**config.mk**
```make
export PLATFORM = sky130hd
export DESIGN_NAME = sfcs_top
export DESIGN_NICKNAME = d
export VERILOG_FILES = /design/src/core/sfcs_pkg.sv /design/src/core/sfcs_top.sv
export SDC_FILE = /design/constraint.sdc
export NUM_CORES = 1
export LEC_CHECK = 0
export BUFFER_PORTS_ARGS = -buffer_cell sky130_fd_sc_hd__buf_2
export CORE_ASPECT_RATIO = 0.6
export CORE_MARGIN = 2
export CORE_UTILIZATION = 45
export DETAILED_ROUTE_END_ITERATION = 10
export PLACE_DENSITY = 0.89
export SYNTH_ARGS = -nofsm -noshare
export SYNTH_HDL_FRONTEND = slang
export SYNTH_SLANG_ARGS = --single-unit
```
**constraint.sdc**
```tcl
create_clock -name clk -period 1.4 [get_ports clk]
set_input_delay 0.42 -clock clk [delete_from_list [all_inputs] [get_ports clk]]
set_output_delay 0.42 -clock clk [all_outputs]
set_load 0.02 [all_outputs]
```
**src/core/sfcs_pkg.sv**
```systemverilog
package sfcs_pkg;
   // field positions of the control/status word
   localparam int SFCS_FLAG_LSB = 0;
   localparam int SFCS_ZERO_IN_BIT = 6;
   localparam int SFCS_MASK_LSB = 7;
   localparam int SFCS_ROUND_LSB = 13;
   localparam int SFCS_FLUSH_BIT = 15;
   localparam int SFCS_RSV_LSB = 16;
   localparam int SFCS_RSV_MSB = 31;
   localparam int SFCS_NUM_EXC = 6;
   // exception order, same for flags and masks
   localparam int SFCS_EX_INV = 0;
   localparam int SFCS_EX_DEN = 1;
   localparam int SFCS_EX_DIV = 2;
   localparam int SFCS_EX_OVF = 3;
   localparam int SFCS_EX_UNF = 4;
   localparam int SFCS_EX_PRE = 5;
   // reset values
   localparam logic [5:0] SFCS_FLAGS_RST = 6'h00;
   localparam logic [5:0] SFCS_MASKS_RST = 6'h3f;
   localparam logic [1:0] SFCS_ROUND_RST = 2'h0;
   localparam logic SFCS_FLUSH_RST = 1'b0;
   localparam logic SFCS_ZERO_IN_RST = 1'b0;
   localparam logic [15:0] SFCS_RSV_RST = 16'h0000;
   // rounding field codes
   localparam logic [1:0] SFCS_ROUND_NEAR = 2'h0;
   localparam logic [1:0] SFCS_ROUND_DOWN = 2'h1;
   localparam logic [1:0] SFCS_ROUND_UP = 2'h2;
   localparam logic [1:0] SFCS_ROUND_ZERO = 2'h3;
   // memory operand sizes in bytes
   localparam int SFCS_PACKED_ALIGN = 16;
   localparam int SFCS_SCALAR_BYTES = 4;
   localparam logic [31:0] SFCS_SUPPORT_ALL = 32'h0000ffff;
   localparam logic [31:0] SFCS_SUPPORT_NO_ZERO_IN = 32'h0000ffbf;

   typedef enum logic [2:0] {
      SFCS_OP_LOAD,
      SFCS_OP_RESTORE,
      SFCS_OP_STORE,
      SFCS_OP_SAVE,
      SFCS_OP_PACKED_MEM,
      SFCS_OP_UNALIGNED_MOVE,
      SFCS_OP_SCALAR_MEM
   } sfcs_op_type;

   typedef struct packed {
      logic [5:0] flags;
      logic zero_in;
      logic [5:0] masks;
      logic [1:0] round;
      logic flush;
      logic op_done;
      logic op_fault;
      logic [31:0] op_rdata;
      logic ar_done;
      logic ar_exc;
      logic [31:0] ar_operand;
      logic [31:0] ar_result;
   } sfcs_state_type;
endpackage : sfcs_pkg

```
**src/core/sfcs_top.sv**
```systemverilog
`timescale 1ns/100ps
module sfcs_top
   import sfcs_pkg::*;
#(
   parameter bit ZERO_IN_SUPPORTED = 1'b1
) (
   input wire logic clk,
   input wire logic rst_n,
   input wire logic op_valid,
   input wire sfcs_op_type op_kind,
   input wire logic [31:0] op_wdata,
   input wire logic [3:0] op_addr_lo,
   output logic op_done,
   output logic op_fault,
   output logic [31:0] op_rdata,
   input wire logic ar_valid,
   input wire logic [5:0] ar_cond,
   input wire logic [31:0] ar_src,
   input wire logic [31:0] ar_res,
   output logic ar_done,
   output logic ar_exc,
   output logic [31:0] ar_operand,
   output logic [31:0] ar_result,
   output logic [1:0] rounding_mode_field,
   output logic flush_tiny_results,
   output logic subnormal_input_zeroing,
   output logic [5:0] exc_flags,
   output logic [5:0] exc_masks
);

   localparam logic [31:0] SUPPORTED_BITS_MASK =
      ZERO_IN_SUPPORTED ? SFCS_SUPPORT_ALL : SFCS_SUPPORT_NO_ZERO_IN;
   localparam logic [3:0] ALIGN_MASK = 4'(SFCS_PACKED_ALIGN - 1);

   sfcs_state_type st_ff;
   sfcs_state_type nxt_st;
   logic is_ld;
   logic ld_bad;
   logic ld_ok;
   logic misaligned;
   logic src_subnormal;
   logic ftz;
   logic [5:0] cond_eff;
   logic [5:0] set_flags;
   logic [31:0] csr_word;

   // refuse a layout that the fixed slices and the 4-bit address cannot serve
   if (SFCS_NUM_EXC != 6 || SFCS_SCALAR_BYTES != 4 ||
       SFCS_PACKED_ALIGN > 16) begin : g_bad_layout
      $error("sfcs_top: unsupported field layout");
   end

   always_comb begin
      // assembled word, reserved bits always zero
      csr_word = {SFCS_RSV_RST, st_ff.flush, st_ff.round, st_ff.masks,
                  st_ff.zero_in, st_ff.flags};
      nxt_st = st_ff;
      nxt_st.op_done = 1'b0;
      nxt_st.op_fault = 1'b0;
      nxt_st.ar_done = 1'b0;
      nxt_st.ar_exc = 1'b0;

      // word loads
      is_ld = op_valid &&
              (op_kind == SFCS_OP_LOAD || op_kind == SFCS_OP_RESTORE);
      ld_bad = |(op_wdata & ~SUPPORTED_BITS_MASK);
      ld_ok = is_ld && !ld_bad;
      misaligned = op_valid && op_kind == SFCS_OP_PACKED_MEM &&
                   |(op_addr_lo & ALIGN_MASK);
      if (op_valid) begin
         nxt_st.op_done = 1'b1;
         nxt_st.op_fault = (is_ld && ld_bad) || misaligned;
      end
      if (op_valid &&
          (op_kind == SFCS_OP_STORE || op_kind == SFCS_OP_SAVE)) begin
         nxt_st.op_rdata = csr_word;
      end
      if (ld_ok) begin
         nxt_st.zero_in = op_wdata[SFCS_ZERO_IN_BIT];
         nxt_st.masks = op_wdata[SFCS_MASK_LSB +: 6];
         nxt_st.round = op_wdata[SFCS_ROUND_LSB +: 2];
         nxt_st.flush = op_wdata[SFCS_FLUSH_BIT];
      end

      // arithmetic event handling with current modes
      src_subnormal = ar_src[30:23] == 8'h00 && ar_src[22:0] != 23'h0;
      cond_eff = ar_cond;
      if (st_ff.zero_in) begin
         cond_eff[SFCS_EX_DEN] = 1'b0;
      end
      ftz = cond_eff[SFCS_EX_UNF] && st_ff.masks[SFCS_EX_UNF] &&
            st_ff.flush;
      if (ftz) begin
         cond_eff[SFCS_EX_PRE] = 1'b1;
      end
      set_flags = ar_valid ? cond_eff : 6'h00;
      if (ar_valid) begin
         nxt_st.ar_done = 1'b1;
         nxt_st.ar_exc = |(cond_eff & ~st_ff.masks);
         nxt_st.ar_operand = (st_ff.zero_in && src_subnormal) ?
                             {ar_src[31], 31'h0} : ar_src;
         nxt_st.ar_result = ftz ? {ar_res[31], 31'h0} : ar_res;
      end

      // set wins over the clear of a simultaneous load
      nxt_st.flags = (ld_ok ? op_wdata[SFCS_FLAG_LSB +: 6] : st_ff.flags)
                     | set_flags;
   end

   always_ff @(posedge clk or negedge rst_n) begin
      if (!rst_n) begin
         st_ff <= '{flags: SFCS_FLAGS_RST,
                    zero_in: SFCS_ZERO_IN_RST,
                    masks: SFCS_MASKS_RST,
                    round: SFCS_ROUND_RST,
                    flush: SFCS_FLUSH_RST,
                    op_done: 1'b0,
                    op_fault: 1'b0,
                    op_rdata: 32'h0,
                    ar_done: 1'b0,
                    ar_exc: 1'b0,
                    ar_operand: 32'h0,
                    ar_result: 32'h0};
      end else begin
         st_ff <= nxt_st;
      end
   end

   assign op_done = st_ff.op_done;
   assign op_fault = st_ff.op_fault;
   assign op_rdata = st_ff.op_rdata;
   assign ar_done = st_ff.ar_done;
   assign ar_exc = st_ff.ar_exc;
   assign ar_operand = st_ff.ar_operand;
   assign ar_result = st_ff.ar_result;
   assign rounding_mode_field = st_ff.round;
   assign flush_tiny_results = st_ff.flush;
   assign subnormal_input_zeroing = st_ff.zero_in;
   assign exc_flags = st_ff.flags;
   assign exc_masks = st_ff.masks;
endmodule : sfcs_top

```
Word-level counts from Yosys, hierarchy flattened --
Index checks and enable logic that the tools add are counted.
Operators by class: equal/unequal tests 4, mux-type cells 8, reduce and logical (&&, ||, !) cells 20, bitwise operators 3
Operators with widths (count):
- $mux 66 | 1
- $mux 31 | 2
- $reduce_bool 23->1 | 1
- $reduce_or 16->1 | 1
- $mux 6 | 2
- $logic_and 1x1->1 | 10
- $logic_not 8->1 | 1
- $and 6x6->6 | 1
- $eq 3x2->1 const B | 2
- $not 6->6 | 1
- $or 6x6->6 | 1
- $reduce_or 6->1 | 1
- $reduce_or 4->1 | 1
- $eq 3x1->1 const B | 1
- $eq 3x3->1 const B | 1
- $logic_not 3->1 | 1
- $logic_or 1x1->1 | 3
- $mux 1 | 2
- $mux 2 | 1
- $logic_not 1->1 | 1
Word-level totals: word-level logic and storage cells 47, output and inout bits 116, input port bits 113, flip-flop bits (word level) 100

Depth between registers and ports, before layout --
depth in word-level cells 6, mapped depth 6, mapped depth without buffers 4

Least setup slack after synthesis --
OpenSTA, ideal clock, no wires.
kind input -> register, start input port op_wdata[27], end register st_ff (netlist bit exc_masks[1]), library setup time 0.082 ns, slack -0.373 ns, buffers on the path 2, cell stages on the path 6, arrival 1.690 ns, data required time 1.318 ns, path through nor4_2 nand4_2 or2_1 buf_6 buf_6 mux2_4
Between the ends: longest elaborated chain between the ends 3
RTL lines:
- start, declared | RTL line sfcs_top.sv:11 | input wire logic [31:0] op_wdata,
- $reduce_or 16->1 | RTL line sfcs_top.sv:66 | ld_bad = |(op_wdata & ~SUPPORTED_BITS_MASK);
- $logic_not 1->1 | RTL line sfcs_top.sv:67 | ld_ok = is_ld && !ld_bad;
- $logic_and 1x1->1 | RTL line sfcs_top.sv:67
- end signal, assigned | RTL line sfcs_top.sv:112 | st_ff <= '{flags: SFCS_FLAGS_RST,
- end signal, assigned | RTL line sfcs_top.sv:125 | st_ff <= nxt_st;
- end, declared | RTL line sfcs_top.sv:35 | sfcs_state_type st_ff;
No other way between the ends. A chain may end at the register's enable or synchronous reset.

Worst setup path in the final report --
start register st_ff (netlist bit exc_masks[4]), end output port exc_masks[4]
RTL lines:
- end, declared | RTL line sfcs_top.sv:28 | output logic [5:0] exc_masks
No word-level cell between the ends.

==> flow_summary.json <==
{
  "worst-endpoint-arrival_ns": 1.04,
  "dr.pass1.iters": 4,
  "skew_ns": 0.00416,
  "grt_max_degree": 48,
  "routedWlPerCell_um": 15.3,
  "clock_sinks": 100,
  "power_leakage_nw": 3.22,
  "most-common-layout-cells": "199 x buf_2, 93 x dfrtp_1, 37 x inv_1, 34 x o21ai_0, 31 x nand2_1",
  "ant_nets": 0,
  "num_rows": 27,
  "place_inst": 702,
  "async_reset_ff_frac": 1.00,
  "critPathMaxStageDelay_ns": 0.57,
  "vias_per_cell": 4.92,
  "cts.reportedPaths.clkPinSlew_ns": 0.07,
  "grt_use_total": 0.217,
  "io_buffers": 212,
  "num_vias": 3565,
  "initial_core_util": 0.460,
  "syn_inst": 362,
  "core_area_um2": 9120,
  "grt-ovfl-total": 0,
  "fp.dieW_um": 129,
  "critical_path.top_delay_family": "flip-flops",
  "clockRootBuffer": "clkbuf_16",
  "crit_chain": "buf_6",
  "antenna_found_initial": 0,
  "clock_path_buffers": 2,
  "cts_max_level": 3,
  "register_area_um2": 2510,
  "cpMaxStageDelayCell": "dfstp_2",
  "fin_nets": 716,
  "die_h_um": 78.8,
  "slew_violations": 0,
  "clkLatencyLatePin_ns": 0.33,
  "p_per_area_nw_per_um2": 1110,
  "hpwl_mm": 8.31,
  "ys_seq_elements": 100,
  "netlist_area_um2": 4200,
  "worst-path-buf-inv": 1,
  "maxCapViolCount": 0,
  "cts_buffers": 9,
  "routabilityCongestion": 0.871,
  "diodes": 0,
  "setup_ws_ns": -0.0583,
  "die_area_um2": 10100,
  "cts_tree": "yes",
  "outcome": "complete, but fails checks",
  "worstHoldPathType": "input port to register",
  "layout_commonest_cell": "buf_2",
  "grt_first_pass_wirelength_mm": 17.2,
  "drc": 0,
  "grt_pass1_vias": 3646,
  "pin_count": 229,
  "rrSetupSlack_ns": 0.04,
  "setup.worst_path.start_class": "register",
  "cp_max_fo": 4,
  "syn_avg_cell_area_um2": 11.6,
  "fin_cells": 724,
  "setup_viol": 11,
  "end_kind": "primary output",
  "hold_start": "ar_res[15]",
  "reg2reg_from": "exc_masks[4]$_DFFE_PN1N_",
  "finalWorstPathRequiredPeriod_ns": 1.46,
  "synth.yosys.seq_area_share": 0.598,
  "ys.flop_type": "dfrtp_1",
  "rsz0062_at_grt": "true",
  "routed_wl_mm": 11.1,
  "clock.fmax_ghz": 0.686,
  "drt_iter0_drc": 153,
  "multi_input_area_um2": 1540,
  "place_ws_ns": -0.437,
  "criticalPathCategory": "register to primary output",
  "crit_required_ns": 0.98,
  "final_layout_size_suffix_gt1_frac": 0.505,
  "failed_checks": "negative setup slack",
  "max-vdd-ir-drop_mv": 0.689,
  "total_power_mw": 6.82,
  "synth-edff-count": 0,
  "finalHoldViolCount": 0,
  "synthToLayoutAreaGrowth_pct": 46.3,
  "synthDistinctLibCells": 36,
  "ys_warn_count": 0,
  "crit_path_start": "exc_masks[4]$_DFFE_PN1N_",
  "whs_ns": 0.290,
  "period_share": 1.04,
  "final.fill_count": 684
}
## kinds of logic (layout without fill, tap and decap cells)
logic type / Yosys count / in the layout / share of synthesized area
AO/OA/AOI/OAI: 55 / 55 / 0.0731
buffers and inverters: 69 / 300 / 0.0799
flip-flops: 100 / 100 / 0.598
multiplexers: 59 / 59 / 0.155
other: 1 / 16 / 0.000894
AND/OR/NAND/NOR: 78 / 78 / 0.0928
## layer usage
| metal | track usage | up-vias | wire length (µm) |
|---|---|---|---|
| met2 | 0.351 | 174 | 5250 |
| met5 | 0 | - | 0 |
| met4 | 0.0696 | 0 | 187 |
| met3 | 0.0674 | 19 | 884 |
| li1 | - | 1658 | - |
| met1 | 0.282 | 1714 | 4790 |
## flip-flops by register name, indices dropped and copies added (netlist names), 2 cells and up
name,cells
exc_masks,6
ar_result,32
op_rdata,16
exc_flags,6
ar_operand,32
rounding_mode_field,2
## cell type report
cell class | instances | share of cell area
Sequential cell | 100 | 0.409
Multi-Input combinational cell | 208 | 0.251
Timing Repair Buffer | 247 | 0.243
Clock buffer | 10 | 0.0389
Tap cell | 116 | 0.0236
Inverter | 37 | 0.0226
Clock inverter | 6 | 0.0114
## synth_stat cells (4+ instances only)
cell type	instances	area, µm²
mux2i_1	23	230
dfstp_2	6	158
o21ai_0	34	170
mux2_2	15	169
a2111oi_0	4	35.0
dfrtp_1	94	2350
nand2_1	31	116
inv_1	37	139
buf_4	16	120
nor4_1	8	50.1
mux2_4	4	60.1
nor4_2	4	50.1
nor2_1	23	86.3
a21oi_1	8	40.0
mux2_1	17	191
clkbuf_1	12	45.0
## report_power, final
group / switching (mW) / internal (mW) / leakage [nW]
logic: 0.678 / 0.445 / 1.90
registers: 0.0976 / 3.07 / 1.17
clock network: 1.07 / 1.45 / 0.154
## metrics by stage
step / area [µm²] / TNS, ns / utilization
after floorplan: 4330 / -3.80 / -
after global placement: 5640 / -10.31 / 0.618
after detailed placement: 5640 / -12.94 / 0.618
after CTS: 6070 / -0.246 / 0.666
after global routing: 6140 / -0.894 / 0.673
final: 6140 / -0.240 / 0.673
## final timing paths
path,to,cells after the start
setup / recovery,exc_masks[4],1
min in group asynchronous,op_rdata[4]$_DFFE_PN0P_,2
hold / removal,ar_result[15]$_DFFE_PN0P_,3
max in group asynchronous,exc_masks[5]$_DFFE_PN1N_,3
hold reg to reg,op_rdata[5]$_DFFE_PN0P_,1
setup reg to reg,ar_result[5]$_DFFE_PN0P_,5
## what timing repair did
| action | in CTS | in global routing |
|---|---|---|
| pin swaps | 4 | 0 |
| gates resized for setup | 26 | 10 |
| hold buffers | 1 | 0 |
| endpoints found under the hold margin | 10 | 0 |
| endpoints found under the setup margin | 19 | 46 |
| setup buffers | 5 | 1 |
(Power assumes the default switching activity.)
